$ cat config.mk
export PLATFORM = sky130hd
export DESIGN_NAME = clr_counter_latch_readback
export DESIGN_NICKNAME = d
export VERILOG_FILES = /design/src/clr_pkg.sv /design/src/clr_counter_latch_readback.sv
export SDC_FILE = /design/constraint.sdc
export NUM_CORES = 1
export LEC_CHECK = 0
export ABC_AREA = 1
export BUFFER_PORTS_ARGS = -buffer_cell sky130_fd_sc_hd__buf_4
export CORE_UTILIZATION = 45
export CTS_CLUSTER_DIAMETER = 100
export CTS_CLUSTER_SIZE = 20
export DETAILED_ROUTE_END_ITERATION = 8
export HOLD_SLACK_MARGIN = 0.1
export PLACE_DENSITY = 0.69
export SLEW_MARGIN = 20
export SYNTH_ARGS = -nofsm -noshare
export SYNTH_HDL_FRONTEND = slang
export SYNTH_SLANG_ARGS = --single-unit
$ cat constraint.sdc
create_clock -name clk_i -period 8.3 [get_ports clk_i]
set_clock_uncertainty 0.1 [all_clocks]
set_input_delay 1.66 -clock clk_i [delete_from_list [all_inputs] [get_ports clk_i]]
set_output_delay 1.66 -clock clk_i [all_outputs]
set_load 0.02 [all_outputs]
$ cat src/clr_pkg.sv
package clr_pkg;
  localparam int CLR_NUM_CNT = 3;
  localparam int CLR_ADDR_W = 18;
  localparam int CLR_IDX_W = 16;
  localparam int CLR_COUNT_W = 16;
  // Register indices; byte address is four times the index
  localparam logic [15:0] CLR_IDX_CNT [CLR_NUM_CNT] = '{
    16'hF040, 16'hF041, 16'hF042};
  localparam logic [15:0] CLR_IDX_CMD = 16'hF043;
  localparam logic [1:0] CLR_ADDR_ALIGN = 2'h0;
  // Control word fields
  localparam int CLR_SEL_HI = 7;
  localparam int CLR_SEL_LO = 6;
  localparam int CLR_RW_HI = 5;
  localparam int CLR_RW_LO = 4;
  localparam int CLR_MODE_HI = 3;
  localparam int CLR_MODE_LO = 1;
  localparam int CLR_FMT_BIT = 0;
  localparam logic [1:0] CLR_SEL_READBACK = 2'h3;
  localparam logic [1:0] CLR_RW_LATCH = 2'h0;
  localparam logic [1:0] CLR_RW_LSB = 2'h1;
  localparam logic [1:0] CLR_RW_MSB = 2'h2;
  localparam logic [1:0] CLR_RW_BOTH = 2'h3;
  // Read-back fields
  localparam int CLR_RB_COUNT_BIT = 5;
  localparam int CLR_RB_STAT_BIT = 4;
  localparam int CLR_RB_SEL_BASE = 1;
  // Reset configuration
  localparam logic [1:0] CLR_RST_ORDER = 2'h1;
  localparam logic [2:0] CLR_RST_MODE = 3'h0;
  localparam logic CLR_RST_FMT = 1'b0;
  localparam logic [7:0] CLR_BYTE_ZERO = 8'h00;
  localparam logic [15:0] CLR_COUNT_ZERO = 16'h0000;
endpackage

$ cat src/clr_counter_latch_readback.sv
// Summary of operation
// - Counter-latch command copies live count to a holding latch.
// - Latched count held until fully read or counter reprogrammed.
// - Repeated latch commands before a read are ignored.
// - Port reads follow byte order: low, high, or low then high.
// - Other accesses may sit between the two byte reads of a count.
// - Read and write byte sequencing are tracked independently.
// - Read data carries one count byte on bits 7 to 0.
// - One read-back write may latch count and status of any counters.
// - Read-back bit 5 low latches counts of selected counters.
// - Read-back bit 4 low latches status of selected counters.
// - Read-back bits 3, 2, 1 select counters 2, 1, 0.
// - Status reports mode, format, byte order and pending-load state.
// - Select 11 is read-back; other selects with bits 5-4 zero latch.
// - Both latched: status read first, then count, then live values.
// - Status: bit 7 output, bit 6 pending load, order, mode, format.
// - Read-back parts hitting already latched items are ignored per item.
module clr_counter_latch_readback
  import clr_pkg::*;
(
  input wire logic clk_i,
  input wire logic rst_b_i,
  input wire logic psel_i,
  input wire logic penable_i,
  input wire logic pwrite_i,
  input wire logic [CLR_ADDR_W-1:0] paddr_i,
  input wire logic [31:0] pwdata_i,
  input wire logic [3:0] pstrb_i,
  output logic [31:0] prdata_o,
  output logic pready_o,
  output logic pslverr_o,
  input wire logic [CLR_COUNT_W-1:0] live_count0_i,
  input wire logic [CLR_COUNT_W-1:0] live_count1_i,
  input wire logic [CLR_COUNT_W-1:0] live_count2_i,
  input wire logic counter_output_pin0_i,
  input wire logic counter_output_pin1_i,
  input wire logic counter_output_pin2_i,
  input wire logic count_pending_flag0_i,
  input wire logic count_pending_flag1_i,
  input wire logic count_pending_flag2_i,
  output logic [CLR_NUM_CNT-1:0] load_strobe_o,
  output logic load_high_o,
  output logic [7:0] load_data_o,
  output logic [CLR_NUM_CNT-1:0] cfg_strobe_o,
  output logic [7:0] cfg_data_o
);

  // Reset release through two flops
  logic rst_meta_reg;
  logic rst_sync_reg;
  wire logic rst_b = rst_sync_reg;

  always_ff @(posedge clk_i or negedge rst_b_i) begin
    if (!rst_b_i) begin
      rst_meta_reg <= 1'b0;
      rst_sync_reg <= 1'b0;
    end else begin
      rst_meta_reg <= 1'b1;
      rst_sync_reg <= rst_meta_reg;
    end
  end

  // Per-counter inputs as arrays
  logic [CLR_COUNT_W-1:0] live [CLR_NUM_CNT];
  logic out_lvl [CLR_NUM_CNT];
  logic pend [CLR_NUM_CNT];

  assign live[0] = live_count0_i;
  assign live[1] = live_count1_i;
  assign live[2] = live_count2_i;

  assign out_lvl[0] = counter_output_pin0_i;
  assign out_lvl[1] = counter_output_pin1_i;
  assign out_lvl[2] = counter_output_pin2_i;

  assign pend[0] = count_pending_flag0_i;
  assign pend[1] = count_pending_flag1_i;
  assign pend[2] = count_pending_flag2_i;

  // APB decode
  logic addr_ok;
  logic [CLR_IDX_W-1:0] idx;
  logic setup;
  logic rd_acc;
  logic wr_acc;
  logic cmd_hit;
  logic cmd_wr;
  logic [7:0] cmd;
  logic [1:0] cmd_sel;
  logic [1:0] cmd_rw;
  logic is_rb;
  logic lane0;

  // Word-aligned accesses only; others get a slave error
  assign addr_ok = (paddr_i[1:0] == CLR_ADDR_ALIGN);
  assign idx = paddr_i[CLR_ADDR_W-1:2];
  assign setup = psel_i && !penable_i;
  assign rd_acc = psel_i && penable_i && !pwrite_i;
  assign wr_acc = psel_i && penable_i && pwrite_i;
  assign lane0 = pstrb_i[0];
  assign cmd_hit = addr_ok && (idx == CLR_IDX_CMD);
  assign cmd_wr = wr_acc && cmd_hit && lane0;
  assign cmd = pwdata_i[7:0];
  assign cmd_sel = cmd[CLR_SEL_HI:CLR_SEL_LO];
  assign cmd_rw = cmd[CLR_RW_HI:CLR_RW_LO];
  assign is_rb = (cmd_sel == CLR_SEL_READBACK);

  // Per-counter decode and read byte
  logic [CLR_NUM_CNT-1:0] port_hit;
  logic [CLR_NUM_CNT-1:0] rd_fire;
  logic [CLR_NUM_CNT-1:0] wr_fire;
  logic [CLR_NUM_CNT-1:0] cfg_wr;
  logic [CLR_NUM_CNT-1:0] wr_high;
  logic [7:0] rd_byte [CLR_NUM_CNT];

  genvar g;
  generate
    for (g = 0; g < CLR_NUM_CNT; g++) begin : g_cnt
      logic [1:0] order_reg;
      logic [2:0] mode_reg;
      logic fmt_reg;
      logic cnt_lat_reg;
      logic st_lat_reg;
      logic [CLR_COUNT_W-1:0] cnt_hold_reg;
      logic [7:0] st_hold_reg;
      logic rd_ptr_reg;
      logic wr_ptr_reg;

      logic own;
      logic cl_cmd;
      logic rb_cnt;
      logic rb_st;
      logic both;
      logic hi_sel;
      logic last_rd;
      logic [CLR_COUNT_W-1:0] src;

      // Command decode for this counter
      assign own = (cmd_sel == 2'(g));
      assign port_hit[g] = addr_ok && (idx == CLR_IDX_CNT[g]);
      assign rd_fire[g] = rd_acc && port_hit[g];
      assign wr_fire[g] = wr_acc && port_hit[g] && lane0;
      assign cfg_wr[g] = cmd_wr && !is_rb && own
        && (cmd_rw != CLR_RW_LATCH);
      assign cl_cmd = cmd_wr && !is_rb && own
        && (cmd_rw == CLR_RW_LATCH);
      assign rb_cnt = cmd_wr && is_rb && cmd[CLR_RB_SEL_BASE+g]
        && !cmd[CLR_RB_COUNT_BIT];
      assign rb_st = cmd_wr && is_rb && cmd[CLR_RB_SEL_BASE+g]
        && !cmd[CLR_RB_STAT_BIT];

      // Byte pointers pick the byte in two-byte order
      assign both = (order_reg == CLR_RW_BOTH);
      assign hi_sel = (order_reg == CLR_RW_MSB)
        || (both && rd_ptr_reg);
      assign last_rd = !both || rd_ptr_reg;
      assign src = cnt_lat_reg ? cnt_hold_reg : live[g];

      // Status first, then count bytes in programmed order
      assign rd_byte[g] = st_lat_reg ? st_hold_reg
        : (hi_sel ? src[15:8] : src[7:0]);
      assign wr_high[g] = (order_reg == CLR_RW_MSB)
        || (both && wr_ptr_reg);

      // Programmed byte order, mode and format
      always_ff @(posedge clk_i or negedge rst_b) begin
        if (!rst_b) begin
          order_reg <= CLR_RST_ORDER;
          mode_reg <= CLR_RST_MODE;
          fmt_reg <= CLR_RST_FMT;
        end else if (cfg_wr[g]) begin
          order_reg <= cmd_rw;
          mode_reg <= cmd[CLR_MODE_HI:CLR_MODE_LO];
          fmt_reg <= cmd[CLR_FMT_BIT];
        end
      end

      // Count latch; running counter is only sampled
      always_ff @(posedge clk_i or negedge rst_b) begin
        if (!rst_b) begin
          cnt_lat_reg <= 1'b0;
          cnt_hold_reg <= CLR_COUNT_ZERO;
        end else if (cfg_wr[g]) begin
          cnt_lat_reg <= 1'b0;
        end else if (rd_fire[g] && !st_lat_reg && last_rd) begin
          cnt_lat_reg <= 1'b0;
        end else if ((cl_cmd || rb_cnt) && !cnt_lat_reg) begin
          cnt_lat_reg <= 1'b1;
          cnt_hold_reg <= live[g];
        end
      end

      // Status latch, read ahead of any count byte
      always_ff @(posedge clk_i or negedge rst_b) begin
        if (!rst_b) begin
          st_lat_reg <= 1'b0;
          st_hold_reg <= CLR_BYTE_ZERO;
        end else if (cfg_wr[g]) begin
          st_lat_reg <= 1'b0;
        end else if (rd_fire[g] && st_lat_reg) begin
          st_lat_reg <= 1'b0;
        end else if (rb_st && !st_lat_reg) begin
          st_lat_reg <= 1'b1;
          st_hold_reg <= {out_lvl[g], pend[g], order_reg, mode_reg,
                          fmt_reg};
        end
      end

      // Read byte pointer; status reads leave it alone
      always_ff @(posedge clk_i or negedge rst_b) begin
        if (!rst_b) begin
          rd_ptr_reg <= 1'b0;
        end else if (cfg_wr[g]) begin
          rd_ptr_reg <= 1'b0;
        end else if (rd_fire[g] && !st_lat_reg && both) begin
          rd_ptr_reg <= !rd_ptr_reg;
        end
      end

      // Write byte pointer, apart from the read one
      always_ff @(posedge clk_i or negedge rst_b) begin
        if (!rst_b) begin
          wr_ptr_reg <= 1'b0;
        end else if (cfg_wr[g]) begin
          wr_ptr_reg <= 1'b0;
        end else if (wr_fire[g] && both) begin
          wr_ptr_reg <= !wr_ptr_reg;
        end
      end
    end
  endgenerate

  // Read data and error are prepared in setup, presented in access
  logic [7:0] rd_next;
  logic err_next;

  always_comb begin
    rd_next = CLR_BYTE_ZERO;
    err_next = !(cmd_hit || (|port_hit));
    for (int i = 0; i < CLR_NUM_CNT; i++) begin
      if (port_hit[i]) begin
        rd_next = rd_byte[i];
      end
    end
  end

  always_ff @(posedge clk_i or negedge rst_b) begin
    if (!rst_b) begin
      prdata_o <= 32'h00000000;
      pslverr_o <= 1'b0;
    end else if (setup) begin
      prdata_o <= {24'h000000, pwrite_i ? CLR_BYTE_ZERO : rd_next};
      pslverr_o <= err_next;
    end
  end

  // No wait states
  assign pready_o = 1'b1;

  // Byte writes to the counting logic
  logic high_next;

  always_comb begin
    high_next = 1'b0;
    for (int i = 0; i < CLR_NUM_CNT; i++) begin
      if (wr_fire[i]) begin
        high_next = wr_high[i];
      end
    end
  end

  always_ff @(posedge clk_i or negedge rst_b) begin
    if (!rst_b) begin
      load_strobe_o <= '0;
      load_high_o <= 1'b0;
      load_data_o <= CLR_BYTE_ZERO;
    end else begin
      load_strobe_o <= wr_fire;
      if (|wr_fire) begin
        load_high_o <= high_next;
        load_data_o <= pwdata_i[7:0];
      end
    end
  end

  // Control words on to the counting logic
  always_ff @(posedge clk_i or negedge rst_b) begin
    if (!rst_b) begin
      cfg_strobe_o <= '0;
      cfg_data_o <= CLR_BYTE_ZERO;
    end else begin
      cfg_strobe_o <= cfg_wr;
      if (|cfg_wr) begin
        cfg_data_o <= cmd;
      end
    end
  end

endmodule // clr_counter_latch_readback

# Word-level counts from Yosys, hierarchy flattened
# Cells that the tools add are included.
# op_classes
eq_ne	13
n_mux	46
n_bitwise	9
n_reduce_logical	125
# ops
cell	n
two-way mux 8 bit	10
logical AND 1 bit	66
equality test 16 bit, second input constant	4
two-way mux 16 bit	3
two-way mux 1 bit	33
logical NOT 1 bit	21
AND reduction 3 bit	6
nonzero test 3 bit	6
equality test 2 bit, second input constant	8
nonzero test 2 bit	7
logical OR 1 bit	13
inverter 1 bit	9
OR reduction 3 bit	3
logical NOT 2 bit	3
equality test 2 x 1 -> 1 bit, second input constant	1
# totals
register_bits	136
input_bits	113
out_inout_bits	57

# Longest topological paths before layout
# Gate-level depths: netlist (run 1).
# logic_depth
ltp_word	12
ltp_mapped	14
depth_no_buf	12

# Worst setup path before layout (run 1)
# OpenSTA, ideal clock, no wires.
# synth_timing
path_kind	input port to flip-flop
startpoint	input penable_i
endpoint	register g_cnt[0].st_hold_reg[7]
setup_time_ps	117
arrival_time_ps	3005
required_time_ps	8083
slack_ps	5078
cell_stages	12
path_buffers	3
cell_sequence	buf_4 nand2_4 nor2_8 nand2_4 nor2_8 buf_6 nand3_2 nor2_1 nand4_2 buf_6 nand2_1 o21ai_2
# synth_via
elab_chain_len	9
elab_cells_between_ends	17
cone_classes	bitwise (2); reduce/logical (15)
# synth_lines
item	line	source
from (decl)	clr_counter_latch_readback.sv:24	input wire logic penable_i,
logical AND 1 bit *	clr_counter_latch_readback.sv:98, clr_counter_latch_readback.sv:99	
logical AND 1 bit	clr_counter_latch_readback.sv:99	assign wr_acc = psel_i && penable_i && pwrite_i;
logical AND 1 bit (2 in a row)	clr_counter_latch_readback.sv:102	assign cmd_wr = wr_acc && cmd_hit && lane0;
logical AND 1 bit (on tied branches) (2 in a row)	clr_counter_latch_readback.sv:149, clr_counter_latch_readback.sv:143	
logical AND 1 bit (on tied branches)	clr_counter_latch_readback.sv:150, clr_counter_latch_readback.sv:144	
logical AND 1 bit or inverter 1 bit (tied branches)	n/a	
AND reduction 3 bit (no source line) *	n/a	
to (signal assigned)	clr_counter_latch_readback.sv:204	st_hold_reg <= {out_lvl[g], pend[g], order_reg, mode_reg,
to (decl)	clr_counter_latch_readback.sv:125	logic [7:0] st_hold_reg;
# Every way passes the cells marked *; elsewhere a longest branch is shown, timed or not.
# A chain may end at the register's enable or synchronous reset.

# Final worst setup path (run 1)
# layout_timing
startpoint	input paddr_i[1]
endpoint	register g_cnt[1].cnt_hold_reg[11]
# layout_via
elab_chain_len	10
elab_cells_between_ends	20
cone_classes	bitwise (2); reduce/logical (18)
# layout_lines
item	line	source
from (decl)	clr_counter_latch_readback.sv:26	input wire logic [CLR_ADDR_W-1:0] paddr_i,
logical NOT 2 bit *	clr_counter_latch_readback.sv:95	assign addr_ok = (paddr_i[1:0] == CLR_ADDR_ALIGN);
logical AND 1 bit	clr_counter_latch_readback.sv:101	assign cmd_hit = addr_ok && (idx == CLR_IDX_CMD);
logical AND 1 bit (2 in a row)	clr_counter_latch_readback.sv:102	
logical AND 1 bit (on tied branches) (2 in a row)	clr_counter_latch_readback.sv:143, clr_counter_latch_readback.sv:145, clr_counter_latch_readback.sv:147	
logical AND 1 bit (on tied branches)	clr_counter_latch_readback.sv:146, clr_counter_latch_readback.sv:148	
logical OR 1 bit	clr_counter_latch_readback.sv:187	end else if ((cl_cmd || rb_cnt) && !cnt_lat_reg) begin
logical AND 1 bit	clr_counter_latch_readback.sv:187	
AND reduction 3 bit (no source line) *	n/a	
to (signal assigned)	clr_counter_latch_readback.sv:189	cnt_hold_reg <= live[g];
to (decl)	clr_counter_latch_readback.sv:124	logic [CLR_COUNT_W-1:0] cnt_hold_reg;
# Marks and branches as above.

==> impl_results.md, run 1 <==
- Status: complete, no violations
- Die W: 128 um
- PD cells: 174 nW/um^2
- Ys async rst share: 1.00
- Worst R2R Path Depth: 9
- Fmax: 0.263 GHz
- Initial antenna violation count: 0
- Max reg flops: 48
- Crit path required time: 8.51 ns
- DRC violations left: 0
- Drt wl/cell: 14.6 um
- Rows: 45
- Final Critical Period: 3.81 ns
- Initial DRT Pass Iterations: 5
- Register area share after synthesis: 0.478
- Max-Cap Viols: 0
- RD Place Congestion: 0.813
- Post-CTS Setup Repair Bufs: 0
- Synth cell count leaders: 221 x nand2_1, 153 x nor2_1, 138 x o21ai_0
- Nets: 1137
- Cts repair resizes: 0
- Grt total ovfl: 0
- Final core occ: 0.559
- H-Tree Depth: 4
- Synthesized area per cell: 7.68 sq um
- DRT Wirelength: 18.2 mm
- RSZ-0062 raised after global routing: no
- EDFF count, synth: 0
- # clock sinks: 136
- IO Port Bufs: 117
- # setup viols final: 0
- Worst setup path class: input port to register
- Vias in the first global route: 5950
- Via count: 6294
- I/O Pins: 170
- Fillers: 1483
- DIE HEIGHT: 128 um
- Setup TNS Final: 0 ns
- Crit end category: register
- Root buffer cell: clkbuf_16
- Area grow syn2layout: 20.3%
- Maximum VDD drop: 135 uV
- 1st-iter DRT viols: 582
- Worst skew pair latency: 0.42 ns
- Mapped Cells: 927
- CP arrival: 4.02 ns
- Period utilization: 0.459
- HP Class: register to async pin
- Netlist Area Pre-Place: 7120 sq um
- Starting Density: 0.465
- Worst R2R Setup Slack: 5.69 ns
- CTS tree: done
- Worst Path Max Fanout: 17
- Share of cells above drive strength 1: 0.184
- Worst-margin pin slew: 0.973 ns
- CORE AREA: 15300 sq um
- Die ar.: 16300 sq um
- Synth Register Bits: 136
- Synth cell types: 31
- Final ANT Viol Nets: 0
- ANT cells: 0
- Fin. Hold Viols: 0
- Clock-pin transition on the worst setup and hold timing paths: 0.06 ns
- Clock buffer depth: 2
- Main synth FF type: dfrtp_1
- Area leader, netlist: dfrtp_1
- Yosys warning total: 0
- Leak pwr: 4.34 nW
- Hold_buf cts: 0
- Relative slew slack: 0.351
- Startpoint Class: input port
- Detailed Place HPWL: 12.5 mm
- Global Route Usage Sum: 0.237
- Post-DR vias/cell: 5.04
- CTS buffer count: 17
- Largest net degree at the start of global routing: 52
- Post-synth top area share: 0.467
- Global-route wire length before repair: 29.7 mm
- Pins Over Slew Limit: 0
- Top-count cell post-synth: nand2_1
- Synth top area cells: dfrtp_1 47%, nand2_1 12%, o21ai_0 9.7%
-- cell families after synthesis --
kind of cell,share of synthesized area
DFF,0.478
other,0.00105
AOI/OAI and AO/OA,0.161
and+or+nand+nor,0.266
buffers and inverters,0.0937
-- placed cells by master (no fill, tap or decap), types with 2 or more instances in the layout --
cell / Yosys / final
clkinv_1: 6 / 6
nand3_2: 4 / 4
nand2_1: 221 / 221
clkinv_4: 0 / 2
nand2_4: 2 / 2
nand4_2: 5 / 5
nand3_1: 33 / 33
o21ai_0: 138 / 138
nor3_1: 3 / 3
o21ai_1: 12 / 12
clkbuf_16: 0 / 17
clkinvlp_4: 0 / 4
nor2_4: 3 / 3
nand4_1: 8 / 8
bufinv_16: 0 / 2
o211ai_1: 8 / 8
dfstp_2: 3 / 3
clkinv_2: 0 / 3
o21ai_2: 16 / 16
nor2_1: 153 / 153
nor2_8: 2 / 2
dfrtp_1: 133 / 132
a21oi_1: 33 / 33
conb_1: 2 / 26
buf_4: 27 / 119
inv_1: 66 / 66
o31ai_1: 3 / 3
clkbuf_8: 0 / 3
nand2_2: 4 / 4
-- layer usage --
| layer | vias up | share of wire | global-route usage | wire length, um |
|---|---|---|---|---|
| li1 | 3152 | - | - | - |
| met1 | 2912 | 0.47 | 0.327 | 8530 |
| met2 | 199 | 0.46 | 0.365 | 8400 |
| met3 | 31 | 0.051 | 0.0492 | 936 |
| met4 | 0 | 0.020 | 0.0920 | 360 |
| met5 | - | 0 | 0 | 0 |
-- report_power, final --
| part | leakage (nW) | switching (mW) | total [mW] | internal [mW] |
|---|---|---|---|---|
| Clock | 0.281 | 0.287 | 0.752 | 0.464 |
| Sequential | 1.81 | 0.00321 | 0.667 | 0.664 |
| Combinational | 2.25 | 0.0455 | 0.0744 | 0.0289 |
| Total | 4.34 | 0.336 | 1.49 | 1.16 |
-- layout make-up --
type | count | area, sq um | share of cell area
inverter | 72 | 270 | 0.0315
sequential | 136 | 3410 | 0.398
clock inverter | 11 | 123 | 0.0143
timing repair buffer | 119 | 893 | 0.104
clock buffer | 21 | 470 | 0.0549
multi-input combinational | 678 | 3140 | 0.366
tap | 211 | 264 | 0.0308
-- worst max-delay path, cell delays in order --
cell	delay (ns)
buf_4	0.11
nor2_1	0.10
nand2_1	0.06
nor2_1	0.13
nand2_2	0.15
nor2_1	0.60
nand4_1	0.24
nand3_1	0.58
nor2_4	0.21
nand2_1	0.11
nand2_1	0.05
-- path summary, 6_finish.rpt --
check                                startpoint                        end
max                                  paddr_i[1]  g_cnt[1].cnt_hold_reg[11]
max reg2reg                g_cnt[1].cnt_lat_reg                prdata_o[5]
max in group asynchronous                 rst_b   g_cnt[2].cnt_hold_reg[0]
min reg2reg                               rst_b             load_data_o[3]
min in group clk_i                 rst_meta_reg                      rst_b
min                                       rst_b             load_data_o[3]
-- per-stage QoR --
stage | hold slack [ns] | cell area (sq um) | total power [mW] | worst slack, ns | instances
5_1_grt | 0.235 | 8570 | 1.54 | 4.22 | 1248
4_1_cts | 0.203 | 8570 | 1.51 | 4.46 | 1248
6_report | 0.180 | 8570 | 1.49 | 4.49 | 1248
3_5_place_dp | 0.195 | 7980 | 0.754 | 4.00 | 1216
2_1_floorplan | 0.231 | 7210 | 0.717 | 4.14 | 951
3_3_place_gp | 0.197 | 7980 | 0.754 | 4.01 | 1216
(Power assumes the default switching activity.)
==> inputs of run 2 (changes only) <==
==> constraint.sdc (replaced) <==
create_clock -name clk_i -period 3.6 [get_ports clk_i]
set_clock_uncertainty 0.1 [all_clocks]
set_input_delay 0.72 -clock clk_i [delete_from_list [all_inputs] [get_ports clk_i]]
set_output_delay 0.72 -clock clk_i [all_outputs]
set_load 0.02 [all_outputs]
==> impl_results.md, run 2 (synthesis results as in run 1) <==
- Crit path required time: 3.81 ns
- Post-DR vias/cell: 5.02
- Worst R2R Setup Slack: 0.95 ns
- Worst skew pair latency: 0.42 ns
- Vias in the first global route: 5705
- Startpoint Class: register
- Relative slew slack: 0.362
- Period utilization: 0.736
- Crit-path max cell delay: 0.73 ns
- IO Port Bufs: 117
- Worst Path Max Fanout: 18
- Rows: 45
- Worst-margin pin slew: 0.958 ns
- Global-route wire length before repair: 29.6 mm
- Fin. Hold Viols: 0
- DRT Wirelength: 18.2 mm
- H-Tree Depth: 4
- HP Class: register to async pin
- Global Route Usage Sum: 0.236
- Clock-pin transition on the worst setup and hold timing paths: 0.06 ns
- Non-filler instance count after layout: 1251
- Fmax: 0.378 GHz
- PD cells: 406 nW/um^2
- Largest net degree at the start of global routing: 90
- CORE AREA: 15300 sq um
- Final setup margin: 0.951 ns
- CTS tree: done
- Fillers: 1430
- Die ar.: 16300 sq um
- Met2 wire length: 8.43 mm
- Max reg flops: 48
- Detailed Place HPWL: 12.4 mm
- Cts repair resizes: 0
- Initial DRT Pass Iterations: 5
- Maximum VDD drop: 341 uV
- Reg2reg end: prdata_o[5]
- Met3 Wirelength: 999 um
- Setup TNS Final: 0 ns
- Root buffer cell: clkbuf_16
- DR top layer: met4
- Post-CTS Setup Repair Bufs: 0
- Metal-1 WL: 8.48 mm
- Leak pwr: 4.37 nW
- Clock buffer depth: 2
- CP arrival: 2.86 ns
- Max-Cap Viols: 0
- Status: complete, no violations
- I/O Pins: 170
- Pre-CTS setup slack: 0.736 ns
- RSZ-0062 raised after global routing: no
- Worst setup path class: register to register
- RD Place Congestion: 0.834
- Pins Over Slew Limit: 0
- Initial antenna violation count: 0
- Starting Density: 0.465
- Commonest cells after routing, fill and taps aside: 221 x nand2_1, 153 x nor2_1, 138 x o21ai_0, 132 x dfrtp_1, 120 x buf_4
- CTS buffer count: 17
- Drt wl/cell: 14.5 um
- Via count: 6274
- Most frequent CP cell: nand2_1
- Reg2reg start: g_cnt[1].cnt_lat_reg
- Final Critical Period: 2.65 ns
- Crit end category: register
- Share of cells above drive strength 1: 0.186
- ANT cells: 0
- Area grow syn2layout: 21.1%
- # setup viols final: 0
- Final ANT Viol Nets: 0
- Commonest non-fill, non-tap cell in the layout: nand2_1
- DRC violations left: 0
- Worst R2R Path Depth: 9
- Critical-path cell list: clkinv_1 > nor2_1 > nor2_1 > o21ai_0 > nand2_1 > o211ai_1 > nand3_1 > nand2_1 > nand2_1
- DIE HEIGHT: 128 um
- Slowest-stage cell, CP: dfrtp_1
- # clock sinks: 136
- Cells after DPL: 1218
- 1st-iter DRT viols: 634
- Nets: 1140
- Grt total ovfl: 0
- Die W: 128 um
-- run 2: changes by cell type in the layout (fill, tap and decap cells not counted), sizes merged --
cell         delta
clkbuf          -1
bufinv          +1
clkinvlp        -1
dlygate4sd3     +1
clkinv          +1
buf             +2
-- run 2: per-layer routing --
layer	global-route usage	vias up
met5	0	-
met4	0.0671	0
met3	0.0522	18
met2	0.362	211
met1	0.336	2902
li1	-	3143
-- run 2: repair_timing --
item	in CTS	in global routing
hold endpoints to repair	2	0
setup endpoints to repair	0	0
hold buffers	1	0
-- run 2: layout make-up --
class	count	area (sq um)	area share
Clock buffer	20	457	0.0530
Clock inverter	12	150	0.0174
Timing Repair Buffer	122	931	0.108
Multi-Input combinational cell	678	3140	0.364
Inverter	72	270	0.0314
Tap cell	211	264	0.0306
Sequential cell	136	3410	0.396
-- run 2: how the worst max path moves through the flow --
stage,start,end,slack [ns],cells past startpoint
global placement,paddr_i[5],cfg_data_o[0],0.75,11
global route,g_cnt[0].cnt_lat_reg,prdata_o[2],0.73,9
CTS,g_cnt[1].cnt_lat_reg,prdata_o[5],0.99,9
floorplan,rst_b,cfg_data_o[0],1.24,0
detailed placement,paddr_i[5],g_cnt[2].rd_ptr_reg,0.74,11
finish,g_cnt[1].cnt_lat_reg,prdata_o[5],0.95,9
-- run 2: through the flow --
stage / util / area (sq um) / hold WS (ns) / power [mW]
3_5_place_dp: 0.523 / 8000 / 0.247 / 1.74
2_1_floorplan: - / 7210 / 0.231 / 1.65
6_report: 0.563 / 8620 / 0.248 / 3.50
3_3_place_gp: 0.523 / 8000 / 0.237 / 1.74
5_1_grt: 0.563 / 8620 / 0.274 / 3.63
4_1_cts: 0.563 / 8620 / 0.259 / 3.53
-- run 2: where the power goes --
part           switching (mW)  internal, mW  total, mW  leakage, nW
logic                   0.101        0.0681      0.169         2.27
clock network           0.667          1.12       1.79        0.292
registers              0.0102          1.53       1.54         1.81
-- run 2: worst max-delay path, delay by kind of cell, from the launching register on --
| kind | cells | cell delay, ns |
|---|---|---|
| flops | 1 | 0.73 |
| simple gates | 6 | 0.66 |
| buf+inv | 1 | 0.63 |
| compound gates | 2 | 0.41 |
==> inputs of run 3 (changes only) <==
--- a/config.mk
+++ b/config.mk
@@ -12,7 +12,7 @@
 export CTS_CLUSTER_SIZE = 20
 export DETAILED_ROUTE_END_ITERATION = 8
 export HOLD_SLACK_MARGIN = 0.1
-export PLACE_DENSITY = 0.69
+export PLACE_DENSITY = 0.72
 export SLEW_MARGIN = 20
 export SYNTH_ARGS = -nofsm -noshare
 export SYNTH_HDL_FRONTEND = slang
==> constraint.sdc (replaced) <==
create_clock -name clk_i -period 2.3 [get_ports clk_i]
set_clock_uncertainty 0.1 [all_clocks]
set_input_delay 0.46 -clock clk_i [delete_from_list [all_inputs] [get_ports clk_i]]
set_output_delay 0.46 -clock clk_i [all_outputs]
set_load 0.02 [all_outputs]
==> impl_results.md, run 3 (synthesis results as in run 1) <==
- Post-DP Area: 8330 sq um
- Global Route Usage Sum: 0.239
- Commonest cells after routing, fill and taps aside: 221 x nand2_1, 153 x nor2_1, 148 x buf_4, 138 x o21ai_0, 132 x dfrtp_1
- Clock-pin transition on the worst setup and hold timing paths: 0.06 ns
- Fin. Hold Viols: 0
- I/O Pins: 170
- Clock buffer depth: 2
- PD cells: 626 nW/um^2
- Multi-input gate area: 3140 sq um
- Die ar.: 16300 sq um
- Nets: 1174
- # clock sinks: 136
- Startpoint Class: register
- DRC violations left: 0
- Worst Path Max Fanout: 11
- Vias in the first global route: 6047
- DRT Wirelength: 18.6 mm
- Final core occ: 0.586
- H-Tree Depth: 4
- Storage cell area: 3410 sq um
- HP Class: input port to register
- Max reg flops: 48
- 1st-iter DRT viols: 536
- Reg2reg end: prdata_o[5]
- Detailed Place HPWL: 13.0 mm
- Die W: 128 um
- # setup viols final: 0
- Crit end category: register
- Share of cells above drive strength 1: 0.210
- Hold Path Depth: 3
- Worst R2R Path Depth: 10
- Fmax: 0.511 GHz
- CTS buffer count: 17
- Worst skew pair latency: 0.43 ns
- Final ANT Viol Nets: 0
- ANT cells: 0
- CTS tree: done
- Largest net degree at the start of global routing: 75
- Setup TNS Final: 0 ns
- Reg2reg start: g_cnt[1].cnt_lat_reg
- Post-DR vias/cell: 5.02
- Drt wl/cell: 14.5 um
- Status: complete, no violations
- Worst-margin pin slew: 0.589 ns
- Pins Over Slew Limit: 0
- Via count: 6455
- CP arrival: 2.17 ns
- Hold path start: live_count1_i[0]
- Period utilization: 0.851
- DIE HEIGHT: 128 um
- Design Power: 5.61 mW
- Commonest non-fill, non-tap cell in the layout: nand2_1
- Relative slew slack: 0.606
- Global-route wire length before repair: 29.9 mm
- Maximum VDD drop: 548 uV
- Final Critical Period: 1.96 ns
- CORE AREA: 15300 sq um
- Crit path required time: 2.51 ns
- Rows: 45
- Area grow syn2layout: 26.0%
- Design area: 8970 sq um
- Starting Density: 0.465
- Grt total ovfl: 0
- Leak pwr: 4.57 nW
- Fillers: 1443
- IO Port Bufs: 117
- Worst R2R Setup Slack: 0.34 ns
- Worst setup path class: register to register
- Non-filler instance count after layout: 1285
- RSZ-0062 raised after global routing: no
- Cells after DPL: 1252
- Initial antenna violation count: 0
- RD Place Congestion: 0.848
- Initial DRT Pass Iterations: 5
- WHS Endpoint: g_cnt[1].cnt_hold_reg[0]
- Max-Cap Viols: 0
- Root buffer cell: clkbuf_16
[run 3: layer usage]
layer	up-vias	part of all wire	track usage
li1	3211	-	-
met1	3010	0.45	0.323
met2	197	0.47	0.377
met3	37	0.055	0.0551
met4	0	0.022	0.0886
met5	-	0	0
[run 3: worst max-delay path by stage]
stage          slack [ns]                  from                        end  depth (start not counted)
2_1_floorplan        0.28             penable_i    g_cnt[0].st_hold_reg[7]                         12
3_3_place_gp         0.04            paddr_i[1]   g_cnt[1].cnt_hold_reg[3]                         12
3_5_place_dp         0.02           paddr_i[11]  g_cnt[1].cnt_hold_reg[15]                         11
4_1_cts              0.31  g_cnt[1].cnt_lat_reg                prdata_o[5]                         10
5_1_grt              0.13  g_cnt[0].cnt_lat_reg                prdata_o[6]                          9
6_report             0.34  g_cnt[1].cnt_lat_reg                prdata_o[5]                         10
[run 3: worst max-delay path, stage by stage, from the launching register on]
cell and delay (ns):
dfrtp_1 0.36, clkinv_1 0.22, buf_4 0.26, nor2_1 0.10, nor2_1 0.05, o21ai_0 0.27, nand2_1 0.10, o211ai_1 0.15
nand3_1 0.11, nand2_1 0.07, nand2_1 0.04
[run 3: what timing repair did]
item                                    CTS  global route
gates resized for setup                   0             0
endpoints found under the setup margin    0             0
hold buffers                              1             0
endpoints found under the hold margin     2             0
buffers inserted                          0             0
[run 3: final cells by class]
cell class / instances / area share
Sequential cell: 136 / 0.380
Clock inverter: 11 / 0.0191
Inverter: 72 / 0.0301
Tap cell: 211 / 0.0294
Timing Repair Buffer: 156 / 0.141
Multi-Input combinational cell: 678 / 0.350
Clock buffer: 21 / 0.0513
[run 3: metrics by stage]
step	setup slack (ns)	hold slack, ns
floorplan	0.278	0.0644
global placement	0.0376	0.143
detailed placement	0.0157	0.144
CTS	0.314	0.130
global route	0.128	0.131
finish	0.342	0.137
[run 3: power by group]
group          switching [mW]  internal, mW
Sequential            0.00161          2.40
Combinational           0.174         0.112
Clock                    1.06          1.87
Total                    1.24          4.38
